[config.mk]
export PLATFORM = sky130hd
export DESIGN_NAME = codec_clock_mode_control
export DESIGN_NICKNAME = d
export VERILOG_FILES = /design/src/verilog/codec_clk_pkg.sv /design/src/verilog/rate_nco.sv /design/src/verilog/lock_timer.sv /design/src/verilog/codec_clock_mode_control.sv
export SDC_FILE = /design/constraint.sdc
export NUM_CORES = 1
export LEC_CHECK = 0
export BUFFER_PORTS_ARGS = -buffer_cell sky130_fd_sc_hd__buf_2
export CORE_ASPECT_RATIO = 0.75
export CORE_MARGIN = 1.5
export CORE_UTILIZATION = 60
export CTS_BUF_LIST = sky130_fd_sc_hd__clkbuf_8
export DETAILED_ROUTE_END_ITERATION = 7
export HOLD_SLACK_MARGIN = 0.03
export PLACE_DENSITY = 0.79
export REMOVE_ABC_BUFFERS = 1
export SLEW_MARGIN = 20
export SYNTH_ARGS = -nofsm -noshare
export SYNTH_HDL_FRONTEND = slang
export SYNTH_SLANG_ARGS = --single-unit
[constraint.sdc]
create_clock -name clk_sys_i -period 5.7 [get_ports clk_sys_i]
set_input_delay 0.855 -clock clk_sys_i [delete_from_list [all_inputs] [get_ports clk_sys_i]]
set_output_delay 0.855 -clock clk_sys_i [all_outputs]
set_load 0.03 [all_outputs]
[src/verilog/codec_clk_pkg.sv]
// Package: constants and types for the codec clock-mode block
package codec_clk_pkg;
    // System clock and register port
    localparam int SYS_CLK_HZ = 40_000_000;
    localparam int ADDR_W = 4;
    localparam int DATA_W = 16;
    localparam logic [3:0] CTRL_ADDR = 4'h0;
    localparam logic [3:0] REF_ADDR = 4'h4;
    localparam logic [3:0] STAT_ADDR = 4'h8;
    // Control register bit positions
    localparam int PLL_BIT = 0;
    localparam int MSTR_BIT = 1;
    localparam int MASTER_CLOCK_OUT_BIT = 2;
    localparam int BCK_BIT = 3;
    localparam int VREF_BIT = 4;
    localparam int DAC_BIT = 5;
    localparam int ADCL_BIT = 6;
    localparam int ADCR_BIT = 7;
    localparam int DIV_LSB = 8;
    localparam int CTRL_W = 10;
    // Reference register: select in [3:0], rate in [7:4]
    localparam int RATE_LSB = 4;
    localparam int REF_W = 8;
    localparam logic [CTRL_W-1:0] CTRL_RESET = 10'h000;
    localparam logic [REF_W-1:0] REF_RESET = 8'h00;
    // Lock times in ms, then in cycles
    localparam int LOCK_FRAME_MS = 160;
    localparam int LOCK_BIT_MS = 2;
    localparam int LOCK_MCLK_MS = 10;
    localparam int CYC_PER_MS = SYS_CLK_HZ / 1000;
    localparam int LOCK_FRAME_CYC = LOCK_FRAME_MS * CYC_PER_MS;
    localparam int LOCK_BIT_CYC = LOCK_BIT_MS * CYC_PER_MS;
    localparam int LOCK_MCLK_CYC = LOCK_MCLK_MS * CYC_PER_MS;
    localparam int LOCK_W = 23;
    // Master clock input counts as absent after this many quiet cycles
    localparam int MCLK_IDLE_CYC = 255;
    localparam int IDLE_W = 8;
    // Tick generator: 512 ticks per sample period
    localparam int NCO_W = 24;
    localparam int TICKS_PER_FS = 512;
    localparam int DIV_W = 9;
    localparam int FRAME_BIT = 8;
    localparam int BCK64_BIT = 2;
    localparam int BCK32_BIT = 3;

    typedef enum logic [1:0] {
        MODE_EXT_SLAVE = 2'b00,
        MODE_EXT_MASTER = 2'b01,
        MODE_PLL_SLAVE = 2'b10,
        MODE_PLL_MASTER = 2'b11
    } clk_mode_e;

    typedef enum logic [1:0] {
        PLL_OFF = 2'b00,
        PLL_LOCKING = 2'b01,
        PLL_LOCKED = 2'b10
    } pll_state_e;

    typedef logic [NCO_W-1:0] inc_t;

    function automatic inc_t nco_inc(input int hz);
        longint p;
        p = longint'(hz) * TICKS_PER_FS * (longint'(1) << NCO_W) / SYS_CLK_HZ;
        return p[NCO_W-1:0];
    endfunction : nco_inc

    // Per rate code with master-clock reference; zero marks unavailable
    localparam inc_t FS_INC [16] = '{
        nco_inc(8000), nco_inc(12000), nco_inc(16000), nco_inc(24000),
        nco_inc(7350), nco_inc(11025), nco_inc(14700), nco_inc(22050),
        '0, '0, nco_inc(32000), nco_inc(48000),
        '0, '0, nco_inc(29400), nco_inc(44100)};
    // Range top for frame or bit clock reference
    localparam inc_t RANGE_INC [4] = '{
        nco_inc(12000), nco_inc(24000), nco_inc(48000), '0};
endpackage : codec_clk_pkg

[src/verilog/rate_nco.sv]
// Phase accumulator producing sample-rate ticks
`timescale 1ns/1ps
module rate_nco #(
    parameter int W = codec_clk_pkg::NCO_W
) (
    input wire logic clk_sys_i, // System clock
    input wire logic sys_rst_i, // Sync reset
    input wire logic run_i, // Accumulate
    input wire logic [W-1:0] inc_i, // Phase step
    output logic tick_o // One-cycle tick
);
    logic [W-1:0] acc_q;
    logic [W:0] sum;

    // One extra bit keeps the carry that marks a tick
    assign sum = {1'b0, acc_q} + {1'b0, inc_i};

    // Carry out is the tick; cleared when stopped for a clean restart
    always_ff @(posedge clk_sys_i) begin
        if (sys_rst_i || !run_i) begin
            acc_q <= '0;
            tick_o <= 1'b0;
        end else begin
            acc_q <= sum[W-1:0];
            tick_o <= sum[W];
        end
    end
endmodule : rate_nco

[src/verilog/lock_timer.sv]
// Down counter modelling the PLL lock wait
`timescale 1ns/1ps
module lock_timer #(
    parameter int W = codec_clk_pkg::LOCK_W
) (
    input wire logic clk_sys_i, // System clock
    input wire logic sys_rst_i, // Sync reset
    input wire logic load_i, // Restart wait
    input wire logic [W-1:0] count_i, // Wait in cycles
    output logic done_o // One-cycle end pulse
);
    logic [W-1:0] cnt_q;

    // Reload wins over the running count
    always_ff @(posedge clk_sys_i) begin
        if (sys_rst_i) begin
            cnt_q <= '0;
            done_o <= 1'b0;
        end else if (load_i) begin
            cnt_q <= count_i;
            done_o <= 1'b0;
        end else begin
            done_o <= (cnt_q == W'(1));
            if (cnt_q != '0) begin
                cnt_q <= cnt_q - W'(1);
            end
        end
    end
endmodule : lock_timer

[src/verilog/codec_clock_mode_control.sv]
// Clock-mode control: mode decode, PLL lock wait, clock pin generation
`timescale 1ns/1ps
module codec_clock_mode_control #(
    parameter int LOCK_FRAME_CYC = codec_clk_pkg::LOCK_FRAME_CYC,
    parameter int LOCK_BIT_CYC = codec_clk_pkg::LOCK_BIT_CYC,
    parameter int LOCK_MCLK_CYC = codec_clk_pkg::LOCK_MCLK_CYC
) (
    input wire logic clk_sys_i, // 40 MHz system clock
    input wire logic sys_rst_i, // Sync reset, active high
    input wire logic powerdown_pin_n_i, // Power-down pin, low resets
    input wire logic [codec_clk_pkg::ADDR_W-1:0] addr_i, // Register address
    input wire logic [codec_clk_pkg::DATA_W-1:0] wdata_i, // Write data
    input wire logic wr_i, // Write strobe
    input wire logic rd_i, // Read strobe
    output logic [codec_clk_pkg::DATA_W-1:0] rdata_o, // Read data, next cycle
    input wire logic master_clock_in_i, // Master clock input level
    output logic master_clock_out_o, // Master clock output
    input wire logic frame_clock_i, // Frame clock pin level
    output logic frame_clock_o, // Frame clock drive
    output logic frame_clock_oe_o, // Frame clock enable
    input wire logic bit_clock_i, // Bit clock pin level
    output logic bit_clock_o, // Bit clock drive
    output logic bit_clock_oe_o // Bit clock enable
);
    import codec_clk_pkg::*;

    logic rst_all;
    logic [CTRL_W-1:0] ctrl_q;
    logic [REF_W-1:0] ref_q;
    logic pll_en;
    logic mstr;
    logic mck_en;
    logic vref;
    logic [3:0] ref_sel;
    logic [3:0] rate;
    clk_mode_e mode;
    logic ref_ok;
    logic rate_ok;
    logic cfg_ok;
    inc_t inc;
    logic nco_tick;
    logic pll_prev_q;
    logic [REF_W-1:0] ref_prev_q;
    logic restart;
    logic [LOCK_W-1:0] lock_cnt;
    logic lock_done;
    pll_state_e lock_st_q;
    logic min_q;
    logic mclk_edge;
    logic [1:0] pre_q;
    logic [1:0] pre_max;
    logic [IDLE_W-1:0] idle_q;
    logic clk_present;
    logic tick;
    logic run;
    logic run_m;
    logic [DIV_W-1:0] div_q;
    logic inv_q;
    logic frame_run_q;
    logic [7:0] status;

    // Power-down pin acts as a second synchronous reset
    assign rst_all = sys_rst_i | ~powerdown_pin_n_i;

    // Register writes; both fields start cleared, so slave after reset
    always_ff @(posedge clk_sys_i) begin
        if (rst_all) begin
            ctrl_q <= CTRL_RESET;
        end else if (wr_i && addr_i == CTRL_ADDR) begin
            ctrl_q <= wdata_i[CTRL_W-1:0];
        end
    end

    always_ff @(posedge clk_sys_i) begin
        if (rst_all) begin
            ref_q <= REF_RESET;
        end else if (wr_i && addr_i == REF_ADDR) begin
            ref_q <= wdata_i[REF_W-1:0];
        end
    end

    // Field views of the stored bits
    assign pll_en = ctrl_q[PLL_BIT];
    assign mstr = ctrl_q[MSTR_BIT];
    assign mck_en = ctrl_q[MASTER_CLOCK_OUT_BIT];
    assign vref = ctrl_q[VREF_BIT];
    assign ref_sel = ref_q[3:0];
    assign rate = ref_q[RATE_LSB +: 4];

    // Mode is pure decode of the stored bits, never a state
    assign mode = clk_mode_e'({pll_en, mstr});

    // Reference select decode
    always_comb begin
        case (ref_sel)
            4'h0, 4'h2, 4'h3, 4'h4, 4'h6, 4'h7, 4'hC, 4'hD: ref_ok = 1'b1;
            default: ref_ok = 1'b0;
        endcase
    end

    // Rate decode; bit 2 of the select means master-clock reference
    always_comb begin
        if (ref_sel[2]) begin
            inc = FS_INC[rate];
        end else begin
            inc = RANGE_INC[rate[3:2]];
        end
        rate_ok = (inc != '0);
    end

    // External modes skip the validity check on both select fields
    assign cfg_ok = pll_en ? (ref_ok & rate_ok) : 1'b1;

    // PLL stand-in: tick rate follows the decoded selects
    rate_nco #(
        .W(NCO_W)
    ) u_nco (
        .clk_sys_i(clk_sys_i),
        .sys_rst_i(rst_all),
        .run_i(pll_en & cfg_ok),
        .inc_i(inc),
        .tick_o(nco_tick)
    );

    // Restart the lock wait on PLL power-up or any select change
    always_ff @(posedge clk_sys_i) begin
        if (rst_all) begin
            pll_prev_q <= 1'b0;
            ref_prev_q <= REF_RESET;
        end else begin
            pll_prev_q <= pll_en;
            ref_prev_q <= ref_q;
        end
    end

    assign restart = pll_en & (~pll_prev_q | (ref_q != ref_prev_q));

    // Lock wait per reference kind
    always_comb begin
        if (ref_sel[2]) begin
            lock_cnt = LOCK_W'(LOCK_MCLK_CYC);
        end else if (ref_sel[1]) begin
            lock_cnt = LOCK_W'(LOCK_BIT_CYC);
        end else begin
            lock_cnt = LOCK_W'(LOCK_FRAME_CYC);
        end
    end

    lock_timer #(
        .W(LOCK_W)
    ) u_lock (
        .clk_sys_i(clk_sys_i),
        .sys_rst_i(rst_all),
        .load_i(restart),
        .count_i(lock_cnt),
        .done_o(lock_done)
    );

    // Lock state; frame and bit clocks stay low until the wait ends
    always_ff @(posedge clk_sys_i) begin
        if (rst_all || !pll_en) begin
            lock_st_q <= PLL_OFF;
        end else if (restart) begin
            lock_st_q <= PLL_LOCKING;
        end else begin
            case (lock_st_q)
                PLL_OFF: lock_st_q <= PLL_LOCKING;
                PLL_LOCKING: lock_st_q <= lock_done ? PLL_LOCKED : PLL_LOCKING;
                PLL_LOCKED: lock_st_q <= PLL_LOCKED;
                default: lock_st_q <= PLL_OFF;
            endcase
        end
    end

    // Master clock input edges; the pin is synchronous to our clock
    always_ff @(posedge clk_sys_i) begin
        if (rst_all) begin
            min_q <= 1'b0;
        end else begin
            min_q <= master_clock_in_i;
        end
    end

    assign mclk_edge = master_clock_in_i ^ min_q;

    // Both edges of a 256fs input give 512 ticks per sample
    always_comb begin
        case (rate[1:0])
            2'b01: pre_max = 2'd3;
            2'b10: pre_max = 2'd1;
            default: pre_max = 2'd0;
        endcase
    end

    always_ff @(posedge clk_sys_i) begin
        if (rst_all) begin
            pre_q <= 2'd0;
        end else if (mclk_edge) begin
            pre_q <= (pre_q >= pre_max) ? 2'd0 : pre_q + 2'd1;
        end
    end

    // Presence detector so a stopped input clock stops the frame and bit clocks in external modes
    always_ff @(posedge clk_sys_i) begin
        if (rst_all) begin
            idle_q <= IDLE_W'(MCLK_IDLE_CYC);
        end else if (mclk_edge) begin
            idle_q <= '0;
        end else if (idle_q != IDLE_W'(MCLK_IDLE_CYC)) begin
            idle_q <= idle_q + IDLE_W'(1);
        end
    end

    assign clk_present = pll_en ? (lock_st_q == PLL_LOCKED)
                                : (idle_q != IDLE_W'(MCLK_IDLE_CYC));
    assign tick = pll_en ? nco_tick : (mclk_edge & (pre_q >= pre_max));
    assign run = clk_present & cfg_ok;
    // ADC and DAC power bits take no part here
    assign run_m = run & mstr & vref;

    // Sample-period divider; held at zero so pins park low
    always_ff @(posedge clk_sys_i) begin
        if (rst_all || !run) begin
            div_q <= '0;
        end else if (tick) begin
            div_q <= div_q + DIV_W'(1);
        end
    end

    // Free toggle standing for the unlocked clock-out waveform
    always_ff @(posedge clk_sys_i) begin
        if (rst_all) begin
            inv_q <= 1'b0;
        end else begin
            inv_q <= ~inv_q;
        end
    end

    // Pin enables follow the master bit; slaves leave pins to pulls
    always_ff @(posedge clk_sys_i) begin
        if (rst_all) begin
            frame_clock_oe_o <= 1'b0;
            bit_clock_oe_o <= 1'b0;
        end else begin
            frame_clock_oe_o <= mstr;
            bit_clock_oe_o <= mstr;
        end
    end

    // Frame and bit clocks; in slave modes the host drives them
    always_ff @(posedge clk_sys_i) begin
        if (rst_all || !run_m) begin
            frame_clock_o <= 1'b0;
            bit_clock_o <= 1'b0;
            frame_run_q <= 1'b0;
        end else if (frame_run_q || div_q == '0) begin // Start on a wrap, no cut frame
            frame_clock_o <= div_q[FRAME_BIT];
            bit_clock_o <= ctrl_q[BCK_BIT] ? div_q[BCK64_BIT] : div_q[BCK32_BIT];
            frame_run_q <= 1'b1;
        end
    end

    // Clock out: divider in PLL modes, junk while unlocked or in external master, low in external slave
    always_ff @(posedge clk_sys_i) begin
        if (rst_all || !mck_en) begin
            master_clock_out_o <= 1'b0;
        end else if (mode == MODE_EXT_MASTER) begin
            master_clock_out_o <= inv_q;
        end else if (pll_en && lock_st_q != PLL_LOCKED) begin
            master_clock_out_o <= inv_q;
        end else if (pll_en && run) begin
            master_clock_out_o <= div_q[ctrl_q[DIV_LSB +: 2]];
        end else begin
            master_clock_out_o <= 1'b0;
        end
    end

    // Status view: pin levels, lock, run, config and mode
    assign status = {frame_clock_i, bit_clock_i, lock_st_q, run, cfg_ok, mode};

    // Read data valid only in the cycle after the strobe
    always_ff @(posedge clk_sys_i) begin
        if (rst_all || !rd_i) begin
            rdata_o <= '0;
        end else begin
            case (addr_i)
                CTRL_ADDR: rdata_o <= DATA_W'(ctrl_q);
                REF_ADDR: rdata_o <= DATA_W'(ref_q);
                STAT_ADDR: rdata_o <= DATA_W'(status);
                default: rdata_o <= '0;
            endcase
        end
    end

    // Checks on the logic above

    a_mode_decode: assert property (
        @(posedge clk_sys_i) disable iff (rst_all)
        (wr_i && addr_i == CTRL_ADDR)
        |=> mode == clk_mode_e'({$past(wdata_i[PLL_BIT]), $past(wdata_i[MSTR_BIT])}))
    else $error("mode does not follow written bits");

    a_invalid_mck: assert property (
        @(posedge clk_sys_i) disable iff (rst_all)
        (mode == MODE_EXT_MASTER && mck_en && $past(mode == MODE_EXT_MASTER && mck_en))
        |=> master_clock_out_o != $past(master_clock_out_o))
    else $error("clock out not toggling with PLL off");

    a_mck_low: assert property (
        @(posedge clk_sys_i) disable iff (rst_all)
        !mck_en |=> !master_clock_out_o)
    else $error("clock out not low while disabled");

    a_frame_align: assert property (
        @(posedge clk_sys_i) disable iff (rst_all)
        (frame_clock_o != $past(frame_clock_o)) |-> !bit_clock_o)
    else $error("frame edge away from bit clock low");

    a_vref_gate: assert property (
        @(posedge clk_sys_i) disable iff (rst_all)
        (!vref || !mstr) |=> !frame_clock_o && !bit_clock_o)
    else $error("clocks out without vref and master");

    a_pdn_slave: assert property (
        @(posedge clk_sys_i) disable iff (sys_rst_i)
        !powerdown_pin_n_i |=> !mstr ##1 !frame_clock_oe_o)
    else $error("not slave after power-down");

    a_pins_float: assert property (
        @(posedge clk_sys_i) disable iff (rst_all)
        !mstr [*2] |-> !frame_clock_oe_o && !bit_clock_oe_o)
    else $error("pins driven in slave mode");

    a_lock_wait: assert property (
        @(posedge clk_sys_i) disable iff (rst_all)
        (pll_en && !pll_prev_q) |=> lock_st_q == PLL_LOCKING ##1 !frame_clock_o)
    else $error("no lock wait after PLL power-up");

    a_reserved_off: assert property (
        @(posedge clk_sys_i) disable iff (rst_all)
        !cfg_ok |=> !frame_clock_o && !bit_clock_o && div_q == '0)
    else $error("clocks run on reserved code");

    a_read_status: assert property (
        @(posedge clk_sys_i) disable iff (rst_all)
        (rd_i && addr_i == STAT_ADDR) |=> rdata_o == DATA_W'($past(status)))
    else $error("status read mismatch");
endmodule : codec_clock_mode_control

==> impl_metrics.ini, run 1 <==
[cts]
clkTransAtPathRegs_ns = 0.08
cts_setup_buffers = 0
hold_buffers = 0
cts.sinks = 115
cts_htree_levels = 4
root_buffer = clkbuf_8
post_cts_resize_count = 0
cts_tree = done
cts_buffers = 17
cts_buffer_depth = 2
clk_latency_ns = 0.46

[placement]
gp_congestion = 0.9167
port_buffers = 36
post_dp_cell_area_sq_um = 6864
dpl.cell_count = 950
place_hpwl_microns = 11100

[worst_setup_path]
cp-end-kind = register
reg2reg_depth = 11
cp_common_cell = ha_1
timing.rr.start = ref_q[5]
worst-setup-path-type = reg2reg
critPathMaxFanout = 17
critical_path_buf_inv_count = 0
start_kind = register
r2r_end = u_nco.acc_q[22]
r2r_slack_ns = 1.48
critPathMaxStageDelay_ns = 0.77
cp_top_family = compound AO/OA/AOI/OAI gates
cpMaxStageDelayCell = dfxtp_1
path_cells = ha_1 > nand3b_1 > a31oi_1 > a21boi_0 > ha_1 > a21oi_1 > o211ai_1 > a221o_1 > or3_1 > o21ai_0 > mux2i_1
critical_path_required_ns = 6.09
cp.arrival_ns = 4.61

[worst_hold_path]
hp-start = inv_q
min_path_type = reg2reg
hold_path_end = inv_q
whs_path_depth = 1

[sta]
skew_ns = 0.01280
period_minus_slack_ns = 4.219
tightestPinTransition_ns = 1.005
period_share_pct = 74.02
hold_viol_final = 0
slew_headroom_pct = 32.91
tns_ns = 0
setup_viol = 0
fmax_ghz = 0.2370
rsz0062_at_grt = no
whs_ns = 0.4705
drv_slew = 0

[final_layout]
drive_gt1_share_pct = 10.33
finalNonFillerCells = 982
antenna_cells = 0
syn_to_final_growth_pct = 10.43
fin_area_sq_um = 7323
fillerInstances = 877
nets = 901

[floorplanning]
dieWidth_microns = 124.4
start_util_pct = 61.07
die_area_sq_um = 11700
dieHeight_microns = 94.05
rows = 33
coreArea_sq_um = 10860
io_pins = 49

[synthesis]
synth_compound_area_share_pct = 14.87
ys_seq_elements = 115
syn_avg_cell_area_sq_um = 8.248
ys_async_sr_fraction_pct = 0
synth-edff-count = 0
ys_seq_area_share_pct = 34.72
synth_simple_gate_area_share_pct = 24.19
synthAdderAreaFrac_pct = 8.415
synthFlopType = dfxtp_1
synthMuxAreaShare_pct = 6.755
synth_cell_types = 60
syn_inst = 804
netlist_area_sq_um = 6631
synth_xor_area_share_pct = 6.604
synth_warnings = 0
synth_top_family_by_area = simple AND/OR/NAND/NOR gates

[route]
vias = 5944
ant_nets = 0
via_per_inst = 6.053
first_pass_iters = 5
drt-initial-drc-count = 509
routed_wl_microns = 15850
drc_errors = 0
wire_per_inst_microns = 16.14

[pwr]
cellLeakagePower_uw = 0.002987
p_per_area_nw_per_um2 = 368.6
vdd_ir_drop_max_mv = 0.3045

[run]
maxCapViolCount = 0

[status]
status = completed

[grt]
antenna_found_initial = 0
grt_max_degree = 45
track_usage_pct = 27.38
grt_overflow_total = 0
grt_pass1_vias = 5456
grt_pass1_wl_microns = 25970
-- report_power, final --
part	internal [uW]	switching, uW	total (uW)
clock	489	387	876
sequential	870	79.6	950
combinational	368	506	874
-- kinds of logic (layout without fill, tap and decap cells) --
group	after synthesis	after routing
AOI/OAI and AO/OA	159	159
DFF	115	115
adders and majority gates	44	44
xor gates and xnor gates	50	50
and+or+nand+nor	327	327
buffers and inverters	67	100
other	1	6
muxes	41	41
-- cell type report --
| cell class | count | area, sq um | area share (%) |
|---|---|---|---|
| Inverter | 26 | 97.59 | 1.333 |
| Timing Repair Buffer | 42 | 225.2 | 3.075 |
| Sequential cell | 115 | 2302 | 31.44 |
| Multi-Input combinational cell | 627 | 4071 | 55.60 |
| Clock buffer | 17 | 234.0 | 3.195 |
| Tap cell | 140 | 175.2 | 2.392 |
| Clock inverter | 15 | 217.7 | 2.973 |
-- layer usage --
metal,wire length (microns),GRT usage (%),vias to the layer above
met4,364,11.59,0
met1,7151,36.12,2773
met5,0,0,-
met2,7367,44.37,221
li1,-,-,2914
met3,967,5.068,36
-- per-stage QoR --
| step | total power (uW) | utilization, % | setup slack [ns] |
|---|---|---|---|
| detailed placement | 1818 | 63.21 | 1.645 |
| CTS | 2694 | 67.37 | 1.623 |
| floorplan | 1651 | - | 2.158 |
| global route | 2854 | 67.44 | 1.203 |
| global placement | 1782 | 63.21 | 1.728 |
| finish | 2700 | 67.44 | 1.481 |
-- worst max path at each step --
| stage | startpoint | endpoint | slack [ns] | cells past startpoint |
|---|---|---|---|---|
| after global placement | ref_q[7] | u_nco.acc_q[22] | 1.73 | 13 |
| after detailed placement | ref_q[5] | u_nco.acc_q[22] | 1.64 | 11 |
| after floorplan | ref_q[7] | u_nco.acc_q[22] | 2.16 | 12 |
| after global routing | ref_q[7] | u_nco.acc_q[22] | 1.20 | 13 |
| after CTS | ref_q[5] | u_nco.acc_q[22] | 1.62 | 11 |
| final | ref_q[5] | u_nco.acc_q[22] | 1.48 | 11 |
-- synth_stat cells, types with 3 or more instances --
library cell | count | share of area [%]
inv_1 | 26 | 1.5
nor2b_1 | 10 | 0.94
o2111ai_1 | 4 | 0.53
o21ai_0 | 39 | 2.9
nand3_1 | 23 | 1.7
a21o_1 | 4 | 0.45
a211oi_1 | 10 | 1.1
dfxtp_1 | 115 | 35
a21oi_1 | 50 | 3.8
nor3_1 | 41 | 3.1
a31oi_1 | 14 | 1.3
or3_1 | 4 | 0.38
xor2_1 | 25 | 3.3
and2_1 | 9 | 0.85
mux2i_1 | 38 | 5.7
and3_1 | 5 | 0.47
o41ai_1 | 3 | 0.40
nand4_1 | 20 | 1.9
nor2_1 | 113 | 6.4
buf_4 | 7 | 0.79
nor4b_1 | 4 | 0.53
o31ai_1 | 4 | 0.45
nand2_1 | 60 | 3.4
a21boi_0 | 6 | 0.68
mux4_2 | 3 | 1.0
nand3b_1 | 8 | 0.91
clkbuf_1 | 23 | 1.3
nand2b_1 | 7 | 0.66
xnor2_1 | 25 | 3.3
buf_2 | 5 | 0.38
nor3b_1 | 3 | 0.34
or4_4 | 3 | 0.51
nor4_1 | 9 | 0.85
buf_1 | 5 | 0.28
ha_1 | 43 | 8.1
o21a_1 | 6 | 0.68
o211ai_1 | 3 | 0.34
-- state kept, by name, indices dropped and copies added (netlist names), 2 cells and up --
name	count
ref_prev_q	8
u_nco.acc_q	24
ctrl_q	10
u_lock.cnt_q	23
ref_q	8
pre_q	2
rdata_o	10
lock_st_q	2
div_q	9
idle_q	8
-- cell usage in the layout (no fill, tap or decap), types with 7 or more instances in the layout --
cell type / Yosys / final
clkbuf_8: 0 / 17
xnor2_1: 25 / 25
dfxtp_1: 115 / 115
nand2_1: 60 / 60
xor2_1: 25 / 25
ha_1: 43 / 43
nand3b_1: 8 / 8
inv_1: 26 / 26
nor4_1: 9 / 9
nor2b_1: 10 / 10
o21ai_0: 39 / 39
a21oi_1: 50 / 50
nor2_1: 113 / 113
buf_2: 5 / 36
and2_1: 9 / 9
nand3_1: 23 / 23
a211oi_1: 10 / 10
nor3_1: 41 / 41
mux2i_1: 38 / 38
nand4_1: 20 / 20
a31oi_1: 14 / 14
nand2b_1: 7 / 7
No activity file was read; power rests on OpenSTA's default activity.
==> inputs of run 2 (changes only) <==
Settings changed: ABC_AREA set to 1, CORE_UTILIZATION 60 to 57.
Clock period 5.7 ns to 3.75 ns, I/O delays scaled along.
==> impl_metrics.ini, run 2 <==
[synthesis]
synthFlopType = dfxtp_1
ys_seq_area_share_pct = 33.99
synth_most_common_cell = nand2_1
netlist_area_sq_um = 6774
ys_top_cells_by_area = dfxtp_1 (34%), nand2_1 (11%), ha_1 (7.9%)
syn_inst = 975
synth_warnings = 0
synth_cell_types = 49
synth_top_cell_by_area = dfxtp_1
ys_seq_elements = 115
synth.top_cell.area_share_pct = 33.99
synth_top_cells_by_count = nand2_1 (192), inv_1 (120), dfxtp_1 (115)
ys_async_sr_fraction_pct = 0
synth-edff-count = 0
syn_avg_cell_area_sq_um = 6.948

[grt]
grt_pass1_vias = 5609
grt_overflow_total = 0
track_usage_pct = 27.60
antenna_found_initial = 0
grt_pass1_wl_microns = 27390
grt_max_degree = 33

[pwr]
p_per_area_nw_per_um2 = 525.8
cellLeakagePower_uw = 0.003486
vdd_ir_drop_max_mv = 0.5032

[route]
ant_nets = 0
drt-initial-drc-count = 706
via_per_inst = 5.433
drc_errors = 0
first_pass_iters = 6
vias = 6471
routed_wl_microns = 16850
wire_per_inst_microns = 14.14

[sta]
skew_ns = 0.01419
tightestPinTransition_ns = 0.6961
tns_ns = 0
rsz0062_at_grt = no
hold_viol_final = 0
fmax_ghz = 0.2943
setup_viol = 0
period_minus_slack_ns = 3.398
fin_ws_ns = 0.3516
drv_slew = 0
slew_headroom_pct = 53.21
period_share_pct = 90.62

[placement]
port_buffers = 36
place_hpwl_microns = 12610
dp_slack_ns = 0.4901
gp_congestion = 0.9239

[worst_setup_path]
cp-endpoint = u_nco.acc_q[17]
timing.rr.start = ref_q[4]
cp-end-kind = register
worst-setup-path-type = reg2reg
critPathMaxFanout = 8
critPathLaunch = ref_q[4]
r2r_end = u_nco.acc_q[17]
start_kind = register
r2r_slack_ns = 0.35
critical_path_required_ns = 4.10
reg2reg_depth = 14
cp.arrival_ns = 3.75

[cts]
cts.sinks = 115
clk_latency_ns = 0.44
clkTransAtPathRegs_ns = 0.07
cts_htree_levels = 4
cts_buffer_depth = 2
hold_buffers = 0
cts_setup_buffers = 0
root_buffer = clkbuf_8
cts_buffers = 17
cts_tree = done
post_cts_resize_count = 0

[status]
status = completed

[floorplanning]
io_pins = 49
rows = 34
dieHeight_microns = 97.41
dieWidth_microns = 128.9
coreArea_sq_um = 11570
die_area_sq_um = 12550
start_util_pct = 58.54

[worst_hold_path]
min_path_type = in2reg
hp-start = master_clock_in_i

[final_layout]
nets = 1088
reg_top3 = u_nco.acc_q: 24 flops, u_lock.cnt_q: 23 flops
top_register = u_nco.acc_q
fillerInstances = 1054
regArea_sq_um = 2302
largest_reg_flops = 24
layout_commonest_cell = nand2_1
final_cell_mix = nand2_1 (192), inv_1 (120), dfxtp_1 (115)
syn_to_final_growth_pct = 10.79
multi_input_area_sq_um = 3859
antenna_cells = 0
drive_gt1_share_pct = 10.88

[run]
maxCapViolCount = 0
==> run 2: area by class of cell <==
type | count | area share (%)
multi-input combinational | 712 | 51.42
sequential | 115 | 30.68
inverter | 125 | 6.252
clock buffer | 18 | 3.301
timing repair buffer | 45 | 3.301
tap | 162 | 2.701
clock inverter | 14 | 2.351
==> run 2: where the power goes <==
group,switching (uW),total (uW),internal (uW)
clock network,558,1240,682
registers,92.8,1420,1330
logic,823,1290,465
==> run 2: cells by family after synthesis <==
group                      after synthesis  synth area share, %
AOI/OAI and AO/OA                      214                17.73
buffers and inverters                  153                9.420
DFF                                    115                33.99
xor gates and xnor gates                24                3.103
adders and majority gates               44                8.238
and+or+nand+nor                        424                27.47
other                                    1              0.05536
==> run 2: layer usage <==
| metal | vias to the layer above | share of wire [%] | track usage (%) |
|---|---|---|---|
| li1 | 3305 | - | - |
| met1 | 2881 | 52 | 44.31 |
| met2 | 267 | 39 | 36.86 |
| met3 | 18 | 8.1 | 5.176 |
| met4 | 0 | 1.1 | 7.519 |
| met5 | - | 0 | 0 |
==> run 2: worst min path at each step <==
stage | to | slack [ns] | cells after the start
after floorplan | inv_q | 0.39 | 1
after detailed placement | inv_q | 0.41 | 1
after global routing | min_q | 0.35 | 3
final | min_q | 0.35 | 3
after global placement | inv_q | 0.41 | 1
after CTS | min_q | 0.34 | 3
==> run 2: worst max-delay path: stages, from the launching register on <==
cell and delay, ns:
dfxtp_1 0.46, inv_1 0.22, ha_1 0.29, inv_1 0.16
a21oi_1 0.10, o21ai_0 0.36, nor2_1 0.13, ha_1 0.30
nand3_1 0.07, nand2_1 0.17, a21boi_0 0.21, o21ai_0 0.32
a21oi_1 0.13, or2_2 0.28, a21oi_1 0.11
==> run 2: per-stage QoR <==
| step | instance area (sq um) | utilization (%) | hold WS [ns] | std cells | power (uW) |
|---|---|---|---|---|---|
| after floorplan | 6624 | - | 0.3928 | 952 | 2442 |
| after global placement | 7074 | 61.14 | 0.4060 | 1159 | 2675 |
| after detailed placement | 7074 | 61.14 | 0.4124 | 1159 | 2690 |
| after CTS | 7498 | 64.80 | 0.3375 | 1191 | 3944 |
| after global routing | 7505 | 64.86 | 0.3466 | 1191 | 4213 |
| final | 7505 | 64.86 | 0.3536 | 1191 | 3946 |
